<file path="src/rtl/afp_regs.svh">
// Bit positions, mode codes and timing counts of the fault-protection block
`ifndef AFP_REGS_SVH
`define AFP_REGS_SVH

// ------------------------------------------------------------------
// Timing
// ------------------------------------------------------------------
`define AFP_CLK_MHZ          200
`define AFP_SHORT_MS_PER_UF  15
`define AFP_SHORT_CYC_PER_UF (`AFP_SHORT_MS_PER_UF * `AFP_CLK_MHZ * 1000)
`define AFP_FILTER_CAP_UF    1

// ------------------------------------------------------------------
// Sizes and mode pin codes
// ------------------------------------------------------------------
`define AFP_NB               4
`define AFP_CFG_W            2
`define AFP_CFG_FULL         2'h0
`define AFP_CFG_PAR          2'h1
`define AFP_CFG_SE           2'h2

// ------------------------------------------------------------------
// Positions in the synchronised input vector
// ------------------------------------------------------------------
`define AFP_SY_RST           0
`define AFP_SY_VDD           1
`define AFP_SY_GATE          2
`define AFP_SY_BOOT          6
`define AFP_SY_OVL           10
`define AFP_SY_SHG           14
`define AFP_SY_SHP           18
`define AFP_SY_T100          22
`define AFP_SY_T125          23
`define AFP_SY_T155          24
`define AFP_SY_CFG           25
`define AFP_SY_PKG           27
`define AFP_SYNC_W           28

`endif

</file>
<file path="src/rtl/afp_pkg.sv">
// Types of the fault-protection block
package afp_pkg;

    typedef enum logic [1:0] {
        afp_full,
        afp_par,
        afp_se
    } afp_cfg_t;

    typedef enum logic [1:0] {
        st_por,
        st_gnd,
        st_pvdd,
        st_run
    } afp_st_t;

endpackage : afp_pkg

</file>
<file path="src/rtl/afp_sync_if.sv">
// Synchronised pin levels passed from the input stage to the core
`timescale 1ns/1ps
`include "afp_regs.svh"

interface afp_sync_if;
    logic [`AFP_SYNC_W-1:0] lvl;
    modport drv (output lvl);
    modport sink (input lvl);
endinterface : afp_sync_if

</file>
<file path="src/rtl/afp_fault_ctrl.sv">
// Fault protection and error flag logic of a four half-bridge power stage
`timescale 1ns/1ps
`include "afp_regs.svh"

// Overview of operation
// Any shutdown fault pulls shutdown flag low
// Warnings low above 125 and 100 degrees
// Reset low releases shutdown flag high
// Fault gives Hi-Z and shutdown flag at once
// Other faults self-recover; overload, thermal latch
// Group shutdown depends on output configuration
// Bootstrap undervoltage disables only its half-bridge
// Short test runs only at supply start-up
// Found short holds all Hi-Z until gone
// Short test: ground phase, then supply phase
// Test time scales with filter capacitance
// During test flag low, reset ignored
// Reset pulse never restarts the short test
// Short test skipped in single-ended mode
// 64-pin: two warnings plus thermal shutdown
// 44-pin: one warning plus thermal shutdown
// Thermal latch holds until reset asserted
// Power-on clear resets overload, holds circuits
// Supply undervoltage gives all Hi-Z, flag low
// Supply undervoltage recovers without reset
// Controller should watch warning and act
// Overload clears on reset rising edge only; code also clears it in st_por at power-on
// Reset low forces all half-bridges Hi-Z
// Open-drain flags drive low or release
module afp_fault_ctrl #(
    parameter int unsigned FILTER_CAP_UF   = `AFP_FILTER_CAP_UF,
    parameter int unsigned SHORT_PHASE_CYC =
        `AFP_SHORT_CYC_PER_UF * FILTER_CAP_UF / 2
) (
    // Clock and reset
    input  wire logic                    clk,
    input  wire logic                    arst_n,
    // Control pins
    input  wire logic                    reset_pin_n,
    input  wire logic [`AFP_CFG_W-1:0]   cfg_pins,
    input  wire logic                    pkg_64pin,
    // Supply monitors, high when above threshold
    input  wire logic                    vdd_ok,
    input  wire logic [`AFP_NB-1:0]      gate_supply_ok,
    input  wire logic [`AFP_NB-1:0]      boot_ok,
    // Fault detectors
    input  wire logic [`AFP_NB-1:0]      overload_det,
    input  wire logic                    temp_above_100,
    input  wire logic                    temp_above_125,
    input  wire logic                    temp_above_155,
    input  wire logic [`AFP_NB-1:0]      short_to_gnd,
    input  wire logic [`AFP_NB-1:0]      short_to_pvdd,
    // Power stage control
    output logic [`AFP_NB-1:0]           hiz,
    output logic                         weak_pulldown,
    output logic                         short_test_gnd,
    output logic                         short_test_pvdd,
    // Open-drain flags
    output logic                         shutdown_flag_n_o,
    output logic                         shutdown_flag_n_oe,
    output logic                         temp_warning_n_o,
    output logic                         temp_warning_n_oe,
    output logic                         temp_warning_low_n_o,
    output logic                         temp_warning_low_n_oe,
    output logic                         temp_warning_high_n_o,
    output logic                         temp_warning_high_n_oe
);

    afp_sync_if sif ();

    afp_input_sync #(.W(`AFP_SYNC_W)) u_sync (
        .clk    (clk),
        .arst_n (arst_n),
        .raw    ({pkg_64pin, cfg_pins, temp_above_155, temp_above_125,
                  temp_above_100, short_to_pvdd, short_to_gnd,
                  overload_det, boot_ok, gate_supply_ok, vdd_ok,
                  reset_pin_n}),
        .sif    (sif)
    );

    // ------------------------------------------------------------------
    // Decoding
    // ------------------------------------------------------------------
    function automatic afp_pkg::afp_cfg_t cfg_decode(
        input logic [`AFP_CFG_W-1:0] code);
        case (code)
            `AFP_CFG_PAR: cfg_decode = afp_pkg::afp_par;
            `AFP_CFG_SE:  cfg_decode = afp_pkg::afp_se;
            default:      cfg_decode = afp_pkg::afp_full;
        endcase
    endfunction : cfg_decode

    logic                 rst_n;
    logic                 vdd;
    logic [`AFP_NB-1:0]   gate;
    logic [`AFP_NB-1:0]   boot;
    logic [`AFP_NB-1:0]   ovl;
    logic [`AFP_NB-1:0]   shg;
    logic [`AFP_NB-1:0]   shp;
    logic                 t100;
    logic                 t125;
    logic                 t155;
    logic                 pkg64;
    afp_pkg::afp_cfg_t    cfg;

    assign rst_n = sif.lvl[`AFP_SY_RST];
    assign vdd   = sif.lvl[`AFP_SY_VDD];
    assign gate  = sif.lvl[`AFP_SY_GATE +: `AFP_NB];
    assign boot  = sif.lvl[`AFP_SY_BOOT +: `AFP_NB];
    assign ovl   = sif.lvl[`AFP_SY_OVL +: `AFP_NB];
    assign shg   = sif.lvl[`AFP_SY_SHG +: `AFP_NB];
    assign shp   = sif.lvl[`AFP_SY_SHP +: `AFP_NB];
    assign t100  = sif.lvl[`AFP_SY_T100];
    assign t125  = sif.lvl[`AFP_SY_T125];
    assign t155  = sif.lvl[`AFP_SY_T155];
    assign pkg64 = sif.lvl[`AFP_SY_PKG];
    assign cfg   = cfg_decode(sif.lvl[`AFP_SY_CFG +: `AFP_CFG_W]);

    // ------------------------------------------------------------------
    // State
    // ------------------------------------------------------------------
    afp_pkg::afp_st_t     st_ff;
    afp_pkg::afp_st_t     nxt_st;
    logic [31:0]          cnt_ff;
    logic [31:0]          nxt_cnt;
    logic                 rst_q_ff;
    logic [`AFP_NB-1:0]   ovl_latch_ff;
    logic [`AFP_NB-1:0]   nxt_ovl_latch;
    logic                 ote_ff;
    logic                 od_low_ff;
    logic [`AFP_NB-1:0]   nxt_hiz;
    logic                 nxt_sd;
    logic                 supplies_ok;
    logic                 supply_low_protect;
    logic                 testing;
    logic                 running;
    logic                 short_now;
    logic                 phase_done;
    logic                 rst_rise;
    logic                 grp_ab;
    logic                 grp_cd;
    logic                 glob_off;

    assign supplies_ok = vdd & (&gate);
    assign supply_low_protect         = ~supplies_ok;
    assign testing     = (st_ff == afp_pkg::st_gnd) ||
                         (st_ff == afp_pkg::st_pvdd);
    assign running     = (st_ff == afp_pkg::st_run);
    assign short_now   = (st_ff == afp_pkg::st_gnd)  ? |shg :
                         (st_ff == afp_pkg::st_pvdd) ? |shp : 1'b0;
    assign phase_done  = (cnt_ff >= 32'(SHORT_PHASE_CYC - 1)) & ~short_now;
    assign rst_rise    = rst_n & ~rst_q_ff;

    // ------------------------------------------------------------------
    // Start-up sequencer
    // ------------------------------------------------------------------
    always_comb begin
        nxt_st = st_ff;
        case (st_ff)
            afp_pkg::st_por: begin
                // no test single-ended
                if (supplies_ok) begin
                    nxt_st = (cfg == afp_pkg::afp_se) ? afp_pkg::st_run
                                                      : afp_pkg::st_gnd;
                end
            end
            // ground then supply
            afp_pkg::st_gnd: begin
                if (phase_done) begin
                    nxt_st = afp_pkg::st_pvdd;
                end
            end
            afp_pkg::st_pvdd: begin
                if (phase_done) begin
                    nxt_st = afp_pkg::st_run;
                end
            end
            // reset never restarts
            afp_pkg::st_run: nxt_st = afp_pkg::st_run;
            default:         nxt_st = afp_pkg::st_por;
        endcase
        // test on supply start
        if (!vdd) begin
            nxt_st = afp_pkg::st_por;
        end
    end

    always_ff @(posedge clk or negedge arst_n) begin
        if (!arst_n) begin
            st_ff <= afp_pkg::st_por;
        end else begin
            st_ff <= nxt_st;
        end
    end

    // phase length counter
    always_comb begin
        nxt_cnt = cnt_ff + 32'h1;
        // short restarts phase
        if (nxt_st != st_ff || short_now || !testing) begin
            nxt_cnt = 32'h0;
        end
    end

    always_ff @(posedge clk or negedge arst_n) begin
        if (!arst_n) begin
            cnt_ff <= 32'h0;
        end else begin
            cnt_ff <= nxt_cnt;
        end
    end

    // ------------------------------------------------------------------
    // Fault latches
    // ------------------------------------------------------------------
    always_ff @(posedge clk or negedge arst_n) begin
        if (!arst_n) begin
            rst_q_ff <= 1'b0;
        end else begin
            rst_q_ff <= rst_n;
        end
    end

    always_comb begin
        nxt_ovl_latch = ovl_latch_ff;
        // cleared by reset rise
        if (rst_rise) begin
            nxt_ovl_latch = '0;
        end
        // power-on clear
        if (st_ff == afp_pkg::st_por) begin
            nxt_ovl_latch = '0;
        end
        // overload latches, set wins
        if (running && rst_n) begin
            nxt_ovl_latch = nxt_ovl_latch | ovl;
        end
    end

    always_ff @(posedge clk or negedge arst_n) begin
        if (!arst_n) begin
            ovl_latch_ff <= '0;
        end else begin
            ovl_latch_ff <= nxt_ovl_latch;
        end
    end

    // thermal latch until reset
    always_ff @(posedge clk or negedge arst_n) begin
        if (!arst_n) begin
            ote_ff <= 1'b0;
        end else if (t155) begin
            ote_ff <= 1'b1;
        end else if (!rst_n && !testing) begin
            ote_ff <= 1'b0;
        end
    end

    // ------------------------------------------------------------------
    // Shutdown decision
    // ------------------------------------------------------------------
    assign grp_ab   = |ovl_latch_ff[1:0];
    assign grp_cd   = |ovl_latch_ff[3:2];
    // supply loss all Hi-Z
    // supply return resumes
    // reset low all Hi-Z
    assign glob_off = ~running | supply_low_protect | ote_ff | ~rst_n;

    always_comb begin
        nxt_hiz = {`AFP_NB{glob_off}};
        // grouping by configuration
        if (cfg == afp_pkg::afp_par) begin
            nxt_hiz = nxt_hiz | {`AFP_NB{grp_ab | grp_cd}};
        end else begin
            nxt_hiz = nxt_hiz | {grp_cd, grp_cd, grp_ab, grp_ab};
        end
        // bootstrap per half-bridge
        nxt_hiz = nxt_hiz | ~boot;
    end

    always_comb begin
        // any shutdown fault
        nxt_sd = supply_low_protect | ote_ff | (|ovl_latch_ff) | (|(~boot)) |
                 (st_ff == afp_pkg::st_por);
        // reset low releases flag
        if (!rst_n) begin
            nxt_sd = 1'b0;
        end
        // test keeps flag low
        if (testing) begin
            nxt_sd = 1'b1;
        end
    end

    // Hi-Z and flag together
    always_ff @(posedge clk or negedge arst_n) begin
        if (!arst_n) begin
            hiz                <= {`AFP_NB{1'b1}};
            shutdown_flag_n_oe <= 1'b0;
        end else begin
            hiz                <= nxt_hiz;
            shutdown_flag_n_oe <= nxt_sd;
        end
    end

    always_ff @(posedge clk or negedge arst_n) begin
        if (!arst_n) begin
            weak_pulldown   <= 1'b0;
            short_test_gnd  <= 1'b0;
            short_test_pvdd <= 1'b0;
        end else begin
            weak_pulldown   <= ~rst_n & running & (cfg != afp_pkg::afp_se);
            short_test_gnd  <= (nxt_st == afp_pkg::st_gnd);
            short_test_pvdd <= (nxt_st == afp_pkg::st_pvdd);
        end
    end

    // ------------------------------------------------------------------
    // Temperature warnings
    // ------------------------------------------------------------------
    // warnings follow thresholds
    // three levels on 64-pin
    // two levels on 44-pin
    always_ff @(posedge clk or negedge arst_n) begin
        if (!arst_n) begin
            temp_warning_n_oe      <= 1'b0;
            temp_warning_low_n_oe  <= 1'b0;
            temp_warning_high_n_oe <= 1'b0;
        end else begin
            temp_warning_n_oe      <= ~pkg64 & t125;
            temp_warning_low_n_oe  <= pkg64 & t100;
            temp_warning_high_n_oe <= pkg64 & t125;
        end
    end

    // open-drain drive low only
    always_ff @(posedge clk or negedge arst_n) begin
        if (!arst_n) begin
            od_low_ff <= 1'b0;
        end else begin
            od_low_ff <= 1'b0;
        end
    end

    assign shutdown_flag_n_o     = od_low_ff;
    assign temp_warning_n_o      = od_low_ff;
    assign temp_warning_low_n_o  = od_low_ff;
    assign temp_warning_high_n_o = od_low_ff;
endmodule : afp_fault_ctrl

</file>
<file path="src/rtl/afp_input_sync.sv">
// Two-flop synchronisers for every pin input of the block
`timescale 1ns/1ps
`include "afp_regs.svh"

module afp_input_sync #(
    parameter int W = `AFP_SYNC_W
) (
    // Clock and reset
    input  wire logic         clk,
    input  wire logic         arst_n,
    // Raw pin levels
    input  wire logic [W-1:0] raw,
    // Synchronised levels
    afp_sync_if.drv           sif
);

    logic [W-1:0] meta_ff;
    logic [W-1:0] stab_ff;

    // ------------------------------------------------------------------
    // One synchroniser per bit
    // ------------------------------------------------------------------
    generate
        for (genvar i = 0; i < W; i++) begin : g_sync
            always_ff @(posedge clk or negedge arst_n) begin
                if (!arst_n) begin
                    meta_ff[i] <= 1'b0;
                    stab_ff[i] <= 1'b0;
                end else begin
                    meta_ff[i] <= raw[i];
                    stab_ff[i] <= meta_ff[i];
                end
            end
        end
    endgenerate

    assign sif.lvl = stab_ff;

endmodule : afp_input_sync

</file>
<file path="config.mk">
export PLATFORM = sky130hd
export DESIGN_NAME = afp_fault_ctrl
export DESIGN_NICKNAME = d
export VERILOG_FILES = /design/src/rtl/afp_pkg.sv /design/src/rtl/afp_sync_if.sv /design/src/rtl/afp_fault_ctrl.sv /design/src/rtl/afp_input_sync.sv
export VERILOG_INCLUDE_DIRS = /design/src /design/src/rtl
export SDC_FILE = /design/constraint.sdc
export NUM_CORES = 1
export LEC_CHECK = 0
export ABC_AREA = 0
export BUFFER_PORTS_ARGS = -buffer_cell sky130_fd_sc_hd__buf_2
export CORE_ASPECT_RATIO = 0.75
export CORE_UTILIZATION = 45
export CTS_CLUSTER_DIAMETER = 120
export DETAILED_ROUTE_END_ITERATION = 6
export PLACE_DENSITY = 0.64
export SYNTH_ARGS = -nofsm -noshare
export SYNTH_HDL_FRONTEND = slang
export SYNTH_HIERARCHICAL = 1
export SYNTH_SLANG_ARGS = --single-unit
</file>
<file path="constraint.sdc">
create_clock -name clk -period 5.4 [get_ports clk]
set_input_delay 1.08 -clock clk [delete_from_list [all_inputs] [get_ports clk]]
set_output_delay 1.08 -clock clk [all_outputs]
set_load 0.02 [all_outputs]
</file>
==> results of run 1 <==
layer usage:
metal,vias up,GRT usage (%),part of all wire [%]
met3,7,4.98,4.9
li1,1302,-,-
met1,1354,25.2,51
met5,-,0,0
met2,76,23.5,43
met4,0,6.21,1.4
cell type report:
cell class / instances / area, um2
repair buffers: 45 / 240
well taps: 128 / 160
inverters: 8 / 30.0
fillers: 825 / 4250
multi-input cells: 209 / 1630
flip-flops and latches: 107 / 2680
clock inverters: 7 / 93.8
clock buffers: 9 / 225
sequential cells by signal, summed over array words and instances (netlist names):
signal and cells:
temp_warning_low_n_oe 1, u_sync/sif.lvl 28, temp_warning_high_n_oe 1, cnt_ff 32, hiz 4, temp_warning_n_oe 1, u_sync/meta_ff 28, weak_pulldown 1
short_test_pvdd 1, short_test_gnd 1, rst_q_ff 1, ote_ff 1, st_ff 2, ovl_latch_ff 4, shutdown_flag_n_oe 1
worst reg2reg max path: stages (launching register included):
cell,delay (ns)
sky130_fd_sc_hd__dfrtp_1,0.49
sky130_fd_sc_hd__inv_1,0.15
sky130_fd_sc_hd__ha_1,0.36
sky130_fd_sc_hd__o41ai_1,0.45
sky130_fd_sc_hd__o21ai_1,0.19
sky130_fd_sc_hd__o211ai_4,0.11
sky130_fd_sc_hd__buf_4,0.47
sky130_fd_sc_hd__nor4b_1,0.16
path summary, 6_finish.rpt:
path | startpoint | endpoint | slack (ns) | depth (start not counted)
max | st_ff[1] | cnt_ff[1] | 2.89 | 7
min | u_sync/meta_ff[9] | u_sync/sif.lvl[9] | 0.35 | 0
max reg2reg | st_ff[1] | cnt_ff[1] | 2.89 | 7
min reg2reg | u_sync/meta_ff[9] | u_sync/sif.lvl[9] | 0.35 | 0
max in group asynchronous | arst_n | hiz[0] | 3.57 | 2
min in group asynchronous | arst_n | u_sync/meta_ff[27] | 0.78 | 1
through the flow:
step | worst slack [ns] | instances
6_report | 2.89 | 513
3_3_place_gp | 3.07 | 497
2_1_floorplan | 3.43 | 344
4_1_cts | 2.92 | 513
3_5_place_dp | 2.94 | 497
5_1_grt | 2.73 | 513
report_power, final:
group	switching [mW]	internal, mW
Clock	0.300	0.372
Sequential	0.0156	0.831
Combinational	0.0877	0.0389
Total	0.404	1.24
cells by family (layout without fill, tap and decap cells):
logic type                 Yosys count  count (layout)  synth area share (%)
AOI/OAI and AO/OA                   35              35                  6.35
other                                1               4                0.0846
DFF                                107             107                  60.5
muxes                                4               4                 0.960
buffers and inverters               28              69                  3.45
xor gates and xnor gates            29              29                  5.73
and+or+nand+nor                    131             131                  21.2
adders and majority gates            6               6                  1.69
cell usage in the layout (no fill, tap or decap), drive strengths merged, types with 6 or more instances in the layout:
master,instances
nand2,17
dfrtp,103
and3,6
nand4,18
inv,11
ha,6
nor4,34
xor2,20
xnor2,9
clkbuf,9
buf,45
o21ai,10
nand3,13
nor3,11
nor2,12
==> qor.tcl, run 1 <==
set qor(synth_edf_count) 0
set qor(portBuffers) 40
set qor(max_cap_viol_count) 0
set qor(synth_largest_area_cell) {sky130_fd_sc_hd__dfrtp_1}
set qor(detailedRoute.firstIterationViolations) 150
set qor(yosys-top-cells-area) {sky130_fd_sc_hd__dfrtp_1 (58%), sky130_fd_sc_hd__nor4_2 (8.2%), sky130_fd_sc_hd__xor2_1 (4.0%), sky130_fd_sc_hd__nand4_1 (2.4%), sky130_fd_sc_hd__dfstp_2 (2.4%)}
set qor(ioPinCount) 45
set qor(antenna_violations_before_repair) 0
set qor(floorplan.rows) 30
set qor(worst-slew-pin-transition_ns) 0.847
set qor(peakVddDrop_mv) 0.260
set qor(setup_violations) 0
set qor(clk_path_buf_depth) 2
set qor(synthesis.instances) 341
set qor(ys.flop_type) {sky130_fd_sc_hd__dfrtp_1}
set qor(routability_cong) 0.813
set qor(critical_path_peak_fanout) 32
set qor(path_clk_slew_ns) 0.07
set qor(crit_path_top_delay_cell) {sky130_fd_sc_hd__dfrtp_1}
set qor(wire_length_of_the_first_global_routing_pass_um) 12900
set qor(cts_setup_buffers) 0
set qor(routed-via-count) 2739
set qor(rsz_0062_raised_after_global_routing) {no}
set qor(postRouteAntennaNets) 0
set qor(clkSinkCount) 107
set qor(crit_chain) {inv_1 -> ha_1 -> o41ai_1 -> o21ai_1 -> o211ai_4 -> buf_4 -> nor4b_1}
set qor(worst_clock_skew_ns) 0.00830
set qor(synth_area_um2) 4430
set qor(fraction_of_final_layout_cells_sized_beyond_drive_strength_1_pct) 27.8
set qor(post_synth_most_frequent_cells) {sky130_fd_sc_hd__dfrtp_1 (103), sky130_fd_sc_hd__nor4_2 (29), sky130_fd_sc_hd__xor2_1 (20)}
set qor(grt_max_degree) 62
set qor(yosys_warnings) 6
set qor(cp.buffers_inverters) 2
set qor(timing.critical_path.slowest_cell_delay_ns) 0.49
set qor(fin_tns_setup_ns) 0
set qor(totalWireLength_um) 7660
set qor(power.leakage_nw) 2.05
set qor(die_area_um2) 10300
set qor(post_cts.resized_instances) 0
set qor(grt-ovfl-total) 0
set qor(synth_top_area_share_pct) 58.2
set qor(critPathKind) {reg2reg}
set qor(antennaDiodeCount) 0
set qor(drt-vias-per-instance) 5.34
set qor(worst_setup_path_start_kind) {flip-flop}
set qor(routedWlPerCell_um) 14.9
set qor(critical_path.top_delay_family) {compound AO/OA/AOI/OAI gates}
set qor(power.density_nw_per_um2) 325
set qor(synth-seq-area-share_pct) 60.5
set qor(cell_with_the_most_instances_after_synthesis) {sky130_fd_sc_hd__dfrtp_1}
set qor(final_critical_path_required_period_ns) 2.51
set qor(area_growth_syn_to_layout_pct) 14.2
set qor(run_status) {complete, no violations}
set qor(final_cell_area_um2) 5060
set qor(tritoncts) {yes}
set qor(req_time_crit_path_ns) 5.60
set qor(kind_of_capture_point_of_the_worst_setup_path) {flip-flop}
set qor(ys_seq_elements) 107
set qor(drc) 0
set qor(num-nets-final) 416
set qor(ctsHoldBuffers) 0
set qor(core_area_um2) 9310
set qor(cell_variety_after_synth) 50
set qor(final_min_period_over_clock_period_pct) 46.5
set qor(max_freq_ghz) 0.398
set qor(die_w_um) 117
set qor(hold_class) {reg2reg}
set qor(starting_density_of_the_core_pct) 47.6
set qor(cp.arrival_ns) 2.72
set qor(clockRootBuffer) {sky130_fd_sc_hd__clkbuf_16}
set qor(hold-worst-slack_ns) 0.348
set qor(timing.slew.headroom_pct) 43.4
set qor(synthArstFlopShare_pct) 100
set qor(avg_inst_size_synth_um2) 13.0
set qor(placed_area_um2) 4740
set qor(grt_pass1_vias) 2588
set qor(dr.pass1.iters) 4
set qor(die_y_um) 87.9
set qor(final_slew_violations) 0
set qor(cts_buffers) 9
set qor(cts_htree_levels) 3
set qor(gr-usage-all-layers_pct) 17.0
set qor(clk_latency_ns) 0.35
set qor(place.detailed.hpwl_um) 5100
set qor(timing.final.hold_violations) 0
set qor(power_mw) 1.65
set qor(final_core_utilization_pct) 54.4
No activity file was read; power rests on OpenSTA's default activity.
==> inputs of run 2 (changes only) <==
ABC_AREA = 1   (was 0)
clock period = 2.5 ns   (was 5.4 ns; I/O delays follow)
==> run 2 against run 1 <==
Sequential share of layout area increased by 0.12 points. Clock-buffer cell count increased by 1. Critical path type unchanged. Die area about the same.
==> qor.tcl, run 2 <==
set qor(cts_htree_levels) 3
set qor(p_int_mw) 2.71
set qor(timing.final.hold_violations) 0
set qor(grt-ovfl-total) 0
set qor(drt-vias-per-instance) 4.81
set qor(final_core_utilization_pct) 54.2
set qor(fin_tns_setup_ns) 0
set qor(clk_path_buf_depth) 2
set qor(cts_buffers) 9
set qor(die_y_um) 87.9
set qor(wire_length_of_the_first_global_routing_pass_um) 13000
set qor(cp.buffers_inverters) 4
set qor(fraction_of_final_layout_cells_sized_beyond_drive_strength_1_pct) 25.6
set qor(area_growth_syn_to_layout_pct) 14.0
set qor(starting_density_of_the_core_pct) 47.6
set qor(crit_chain) {inv_1 -> ha_1 -> inv_1 -> o21ai_0 -> inv_1 -> nand2_1 -> nand2_1 -> nand2_1 -> nand2_1 -> nand2_2 -> nand2_2 -> nand3_4 -> buf_12 -> nor3_2}
set qor(ioPinCount) 45
set qor(critical_path.most_common_cell) {sky130_fd_sc_hd__nand2_1}
set qor(synthesis.instances) 402
set qor(ys_seq_elements) 107
set qor(post_synth_most_frequent_cells) {sky130_fd_sc_hd__dfrtp_1 (103), sky130_fd_sc_hd__nand2_1 (61), sky130_fd_sc_hd__inv_1 (37)}
set qor(final_critical_path_required_period_ns) 2.27
set qor(p_switching_mw) 1.17
set qor(reg_to_reg_start) {st_ff[1]}
set qor(final_cell_area_um2) 5050
set qor(mostFrequentLayoutCell) {sky130_fd_sc_hd__dfrtp_1}
set qor(finalNonFillerCells) 582
set qor(clockRootBuffer) {sky130_fd_sc_hd__clkbuf_16}
set qor(p_clk_share_pct) 33.7
set qor(worst_setup_path_start_kind) {flip-flop}
set qor(critPathKind) {reg2reg}
set qor(numPlacedInstances) 567
set qor(ys.flop_type) {sky130_fd_sc_hd__dfrtp_1}
set qor(place.detailed.hpwl_um) 5390
set qor(grt_max_degree) 50
set qor(setup_violations) 0
set qor(antennaDiodeCount) 0
set qor(drc) 0
set qor(multiInputGateArea_um2) 1490
set qor(synth_top_area_share_pct) 58.2
set qor(routability_cong) 0.873
set qor(postRouteAntennaNets) 0
set qor(synthArstFlopShare_pct) 100
set qor(critical_path.top_delay_family) {simple AND/OR/NAND/NOR gates}
set qor(ff_latch_area_um2) 2680
set qor(die_area_um2) 10200
set qor(dr.pass1.iters) 5
set qor(worst_setup_path_startpoint) {st_ff[1]}
set qor(kind_of_capture_point_of_the_worst_setup_path) {flip-flop}
set qor(yosys-top-cells-area) {sky130_fd_sc_hd__dfrtp_1 (58%), sky130_fd_sc_hd__nor3_2 (7.5%), sky130_fd_sc_hd__nand2_1 (5.2%), sky130_fd_sc_hd__xor2_1 (4.4%), sky130_fd_sc_hd__inv_1 (3.1%)}
set qor(peakVddDrop_mv) 0.470
set qor(gr-usage-all-layers_pct) 17.3
set qor(portBuffers) 40
set qor(cell_variety_after_synth) 31
set qor(path_clk_slew_ns) 0.07
set qor(worst_clock_skew_ns) 0.00521
set qor(num-nets-final) 486
set qor(placed_area_um2) 4770
set qor(synth_largest_area_cell) {sky130_fd_sc_hd__dfrtp_1}
set qor(clkSinkCount) 107
set qor(core_area_um2) 9310
set qor(final_min_period_over_clock_period_pct) 90.9
set qor(clk_latency_ns) 0.34
set qor(totalWireLength_um) 7630
set qor(max_freq_ghz) 0.440
set qor(tritoncts) {yes}
set qor(power.leakage_nw) 2.26
set qor(hold_class) {in2async}
set qor(critical_path_peak_fanout) 32
set qor(power.density_nw_per_um2) 769
set qor(detailedRoute.firstIterationViolations) 183
set qor(fillers) 832
set qor(req_time_crit_path_ns) 2.73
set qor(antenna_violations_before_repair) 0
set qor(ctsHoldBuffers) 0
set qor(power.combinational.fraction_pct) 18.3
set qor(grt_pass1_vias) 2744
set qor(sw_frac_of_total_pct) 30.1
set qor(synth-seq-area-share_pct) 60.6
set qor(routedWlPerCell_um) 13.1
set qor(cp.arrival_ns) 2.50
set qor(timing.critical_path.slowest_cell_delay_ns) 0.46
set qor(flip_flop_count_of_the_largest_register_all_copies_and_words_added) 32
set qor(seqPwrFrac_pct) 48.0
set qor(routed-via-count) 2798
set qor(largest_register) {cnt_ff}
set qor(post_cts.resized_instances) 0
set qor(yosys_warnings) 6
set qor(cell_with_the_most_instances_after_synthesis) {sky130_fd_sc_hd__dfrtp_1}
set qor(cts_setup_buffers) 0
set qor(layout_common_cells) {sky130_fd_sc_hd__dfrtp_1 (103), sky130_fd_sc_hd__nand2_1 (61), sky130_fd_sc_hd__buf_2 (39)}
set qor(synth_area_um2) 4430
set qor(die_w_um) 117
set qor(crit_path_top_delay_cell) {sky130_fd_sc_hd__dfrtp_1}
set qor(final_slew_violations) 0
set qor(avg_inst_size_synth_um2) 11.0
set qor(floorplan.rows) 30
set qor(synth_edf_count) 0
set qor(max_cap_viol_count) 0
set qor(rsz_0062_raised_after_global_routing) {no}
set qor(run_status) {complete, no violations}
-- run 2: cell types whose count changed after synthesis, sizes merged, moves of 4 or more --
cell	before	now
nand3	13	29
inv	8	45
clkbuf	8	1
and3	6	0
nand4	18	11
nor2b	5	0
nand2b	4	0
o21ai	10	2
nand2	17	67
a32o	4	0
nor2	12	38
nor4	34	2
nor3	11	45
-- run 2: cell type report --
cell class              instances  area share [%]
flip-flops and latches        107            53.1
multi-input cells             242            29.4
repair buffers                 45            5.50
clock buffers                  10            4.54
inverters                      45            3.35
well taps                     128            3.17
clock inverters                 5           0.892
-- run 2: final timing paths --
check | to | slack, ns | depth (start not counted)
max | cnt_ff[6] | 0.23 | 14
min | cnt_ff[30] | 0.1 | 1
max reg2reg | cnt_ff[6] | 0.23 | 14
min reg2reg | u_sync/sif.lvl[1] | 0.35 | 0
max in group asynchronous | u_sync/meta_ff[16] | 1.72 | 2
min in group clk | u_sync/meta_ff[27] | 0.26 | 1
-- run 2: power groups by stage --
stage	Clock (mW)	Sequential [mW]	Combinational, mW
final	1.31	1.86	0.708
after global routing	1.42	1.87	0.779
after floorplan	0	1.91	0.528
after CTS	1.35	1.86	0.715
after detailed placement	0	1.90	0.711
after global placement	0	1.89	0.704
-- run 2: routing by layer --
metal,wire (um),track usage [%],vias up
met1,3800,24.6,1346
li1,-,-,1371
met4,146,7.46,0
met5,0,0,-
met2,3230,24.5,70
met3,445,5.40,11
-- run 2: logic make-up (layout without fill, tap and decap cells) --
kind of cell | Yosys count | count (layout) | synth area share [%]
AND/OR/NAND/NOR | 193 | 193 | 24.3
AO/OA/AOI/OAI | 9 | 9 | 1.30
adder cells (fa/ha/maj) | 6 | 6 | 1.70
XOR/XNOR | 30 | 30 | 5.94
flip-flops | 107 | 107 | 60.6
other | 1 | 4 | 0.0847
buffers and inverters | 56 | 105 | 6.10
-- run 2: metrics by stage --
| stage | power, mW | hold WS, ns | setup slack (ns) |
|---|---|---|---|
| after detailed placement | 2.61 | 0.335 | 0.248 |
| after global routing | 4.07 | 0.118 | 0.0384 |
| after floorplan | 2.44 | 0.204 | 0.644 |
| after CTS | 3.93 | 0.0983 | 0.213 |
| final | 3.88 | 0.0954 | 0.227 |
| after global placement | 2.60 | 0.331 | 0.307 |
==> inputs of run 3 (changes only) <==
CORE_ASPECT_RATIO = 1.2   (was 0.75)
==> run 3 against run 2 <==
Final cell count down 0.86%. Utilization shrank 1.3 points. Global-route usage is 1.6 points lower. Combinational power is 3.1% lower. Clock power is 5% higher. Wire length fell by 7.8%. Clock skew up 0.0035 ns.
==> qor.tcl, run 3 (synthesized netlist as in run 2, its figures left out) <==
set qor(run_status) {complete, no violations}
set qor(drt-vias-per-instance) 4.74
set qor(place.detailed.hpwl_um) 4740
set qor(kind_of_capture_point_of_the_worst_setup_path) {flip-flop}
set qor(die_w_um) 92.5
set qor(critPathKind) {reg2reg}
set qor(finalNonFillerCells) 577
set qor(final_min_period_over_clock_period_pct) 85.1
set qor(die_area_um2) 10200
set qor(fin_tns_setup_ns) 0
set qor(peakVddDrop_mv) 0.668
set qor(portBuffers) 40
set qor(worst-slew-pin-transition_ns) 0.636
set qor(final_slew_violations) 0
set qor(power_mw) 3.93
set qor(grt_pass1_vias) 2740
set qor(drc) 0
set qor(ioPinCount) 45
set qor(routed-via-count) 2735
set qor(core_area_um2) 9560
set qor(cts_htree_levels) 3
set qor(cts_buffers) 9
set qor(ctsHoldBuffers) 0
set qor(routedWlPerCell_um) 12.2
set qor(worst_clock_skew_ns) 0.00874
set qor(critical_path.top_delay_family) {buffers and inverters}
set qor(final_critical_path_required_period_ns) 2.13
set qor(totalWireLength_um) 7030
set qor(max_cap_viol_count) 0
set qor(tritoncts) {yes}
set qor(fillers) 860
set qor(clk_path_buf_depth) 2
set qor(mostFrequentLayoutCell) {sky130_fd_sc_hd__dfrtp_1}
set qor(clkSinkCount) 107
set qor(multiInputGateArea_um2) 1490
set qor(grt_max_degree) 52
set qor(dr.pass1.iters) 4
set qor(req_time_crit_path_ns) 2.72
set qor(dpl_worst_slack_ns) 0.371
set qor(antenna_violations_before_repair) 0
set qor(grt-ovfl-total) 0
set qor(crit_path_top_delay_cell) {sky130_fd_sc_hd__dfrtp_1}
set qor(wire_length_of_the_first_global_routing_pass_um) 12700
set qor(critical_path.most_common_cell) {sky130_fd_sc_hd__nand2_1}
set qor(timing.critical_path.slowest_cell_delay_ns) 0.46
set qor(post_cts.resized_instances) 0
set qor(routability_cong) 0.842
set qor(worst_slack_ns) 0.373
set qor(cp.arrival_ns) 2.35
set qor(crit_chain) {inv_1 -> ha_1 -> inv_1 -> o21ai_0 -> inv_1 -> nand2_1 -> nand2_1 -> nand2_1 -> nand2_1 -> nand2_2 -> nand2_2 -> nand3_4 -> buf_12 -> nor3_2}
set qor(gr-usage-all-layers_pct) 15.7
set qor(cp.buffers_inverters) 4
set qor(starting_density_of_the_core_pct) 46.3
set qor(area_growth_syn_to_layout_pct) 14.4
set qor(timing.final.hold_violations) 0
set qor(power.leakage_nw) 2.28
set qor(hold_class) {in2async}
set qor(num-nets-final) 485
set qor(clk_latency_ns) 0.34
set qor(critical_path_peak_fanout) 32
set qor(floorplan.rows) 39
set qor(antennaDiodeCount) 0
set qor(rsz_0062_raised_after_global_routing) {no}
set qor(fraction_of_final_layout_cells_sized_beyond_drive_strength_1_pct) 25.8
set qor(flip_flop_count_of_the_largest_register_all_copies_and_words_added) 32
set qor(timing.slew.headroom_pct) 57.6
set qor(clockRootBuffer) {sky130_fd_sc_hd__clkbuf_16}
set qor(numPlacedInstances) 561
set qor(cts_setup_buffers) 0
set qor(postRouteAntennaNets) 0
set qor(detailedRoute.firstIterationViolations) 116
set qor(largest_register) {cnt_ff}
set qor(path_clk_slew_ns) 0.07
set qor(ff_latch_area_um2) 2680
set qor(power.density_nw_per_um2) 776
set qor(setup_violations) 0
set qor(die_y_um) 111
set qor(worst_setup_path_start_kind) {flip-flop}
set qor(max_freq_ghz) 0.470
set qor(layout_common_cells) {sky130_fd_sc_hd__dfrtp_1 (103), sky130_fd_sc_hd__nand2_1 (61), sky130_fd_sc_hd__buf_2 (39)}
==> run 3: area by class of cell <==
class                   count  area share, %
repair buffers             44           5.34
multi-input cells         242           29.3
clock buffers              10           4.72
inverters                  45           3.33
flip-flops and latches    107           53.0
clock inverters             6           1.28
well taps                 123           3.04
==> run 3: routing by layer <==
| layer | vias to the layer above | global-route usage (%) | share of wire [%] |
|---|---|---|---|
| li1 | 1377 | - | - |
| met1 | 1268 | 19.9 | 43 |
| met2 | 67 | 25.1 | 49 |
| met4 | 0 | 7.08 | 3.1 |
| met3 | 23 | 4.18 | 3.9 |
| met5 | - | 0 | 0 |
==> run 3: where the power goes <==
part | leakage, nW | internal, mW | switching, mW
Clock | 0.150 | 0.732 | 0.652
Sequential | 1.34 | 1.82 | 0.0431
Combinational | 0.791 | 0.196 | 0.490
Total | 2.28 | 2.75 | 1.18
==> run 3: worst register-to-register path: stages (launching register included) <==
cell	delay, ns
sky130_fd_sc_hd__dfrtp_1	0.46
sky130_fd_sc_hd__inv_1	0.17
sky130_fd_sc_hd__ha_1	0.20
sky130_fd_sc_hd__inv_1	0.06
sky130_fd_sc_hd__o21ai_0	0.23
sky130_fd_sc_hd__inv_1	0.09
sky130_fd_sc_hd__nand2_1	0.09
sky130_fd_sc_hd__nand2_1	0.05
sky130_fd_sc_hd__nand2_1	0.05
sky130_fd_sc_hd__nand2_1	0.07
sky130_fd_sc_hd__nand2_2	0.09
sky130_fd_sc_hd__nand2_2	0.06
sky130_fd_sc_hd__nand3_4	0.07
sky130_fd_sc_hd__buf_12	0.23
sky130_fd_sc_hd__nor3_2	0.08
==> run 3: metrics by stage <==
step,cell area (um2),hold WS [ns],utilization [%]
floorplan,4440,0.204,-
global placement,4760,0.332,49.8
detailed placement,4760,0.335,49.8
CTS,5060,0.194,53.0
global route,5060,0.227,53.0
finish,5060,0.176,53.0
==> run 3: worst paths after layout <==
kind | start | end | slack [ns] | cells past startpoint
setup / recovery | st_ff[1] | cnt_ff[5] | 0.37 | 14
max in group asynchronous | arst_n | u_sync/sif.lvl[4] | 1.64 | 2
hold / removal | arst_n | u_sync/sif.lvl[23] | 0.18 | 1
min in group clk | reset_pin_n | u_sync/meta_ff[0] | 0.25 | 1
hold reg to reg | u_sync/meta_ff[3] | u_sync/sif.lvl[3] | 0.35 | 0
setup reg to reg | st_ff[1] | cnt_ff[5] | 0.37 | 14
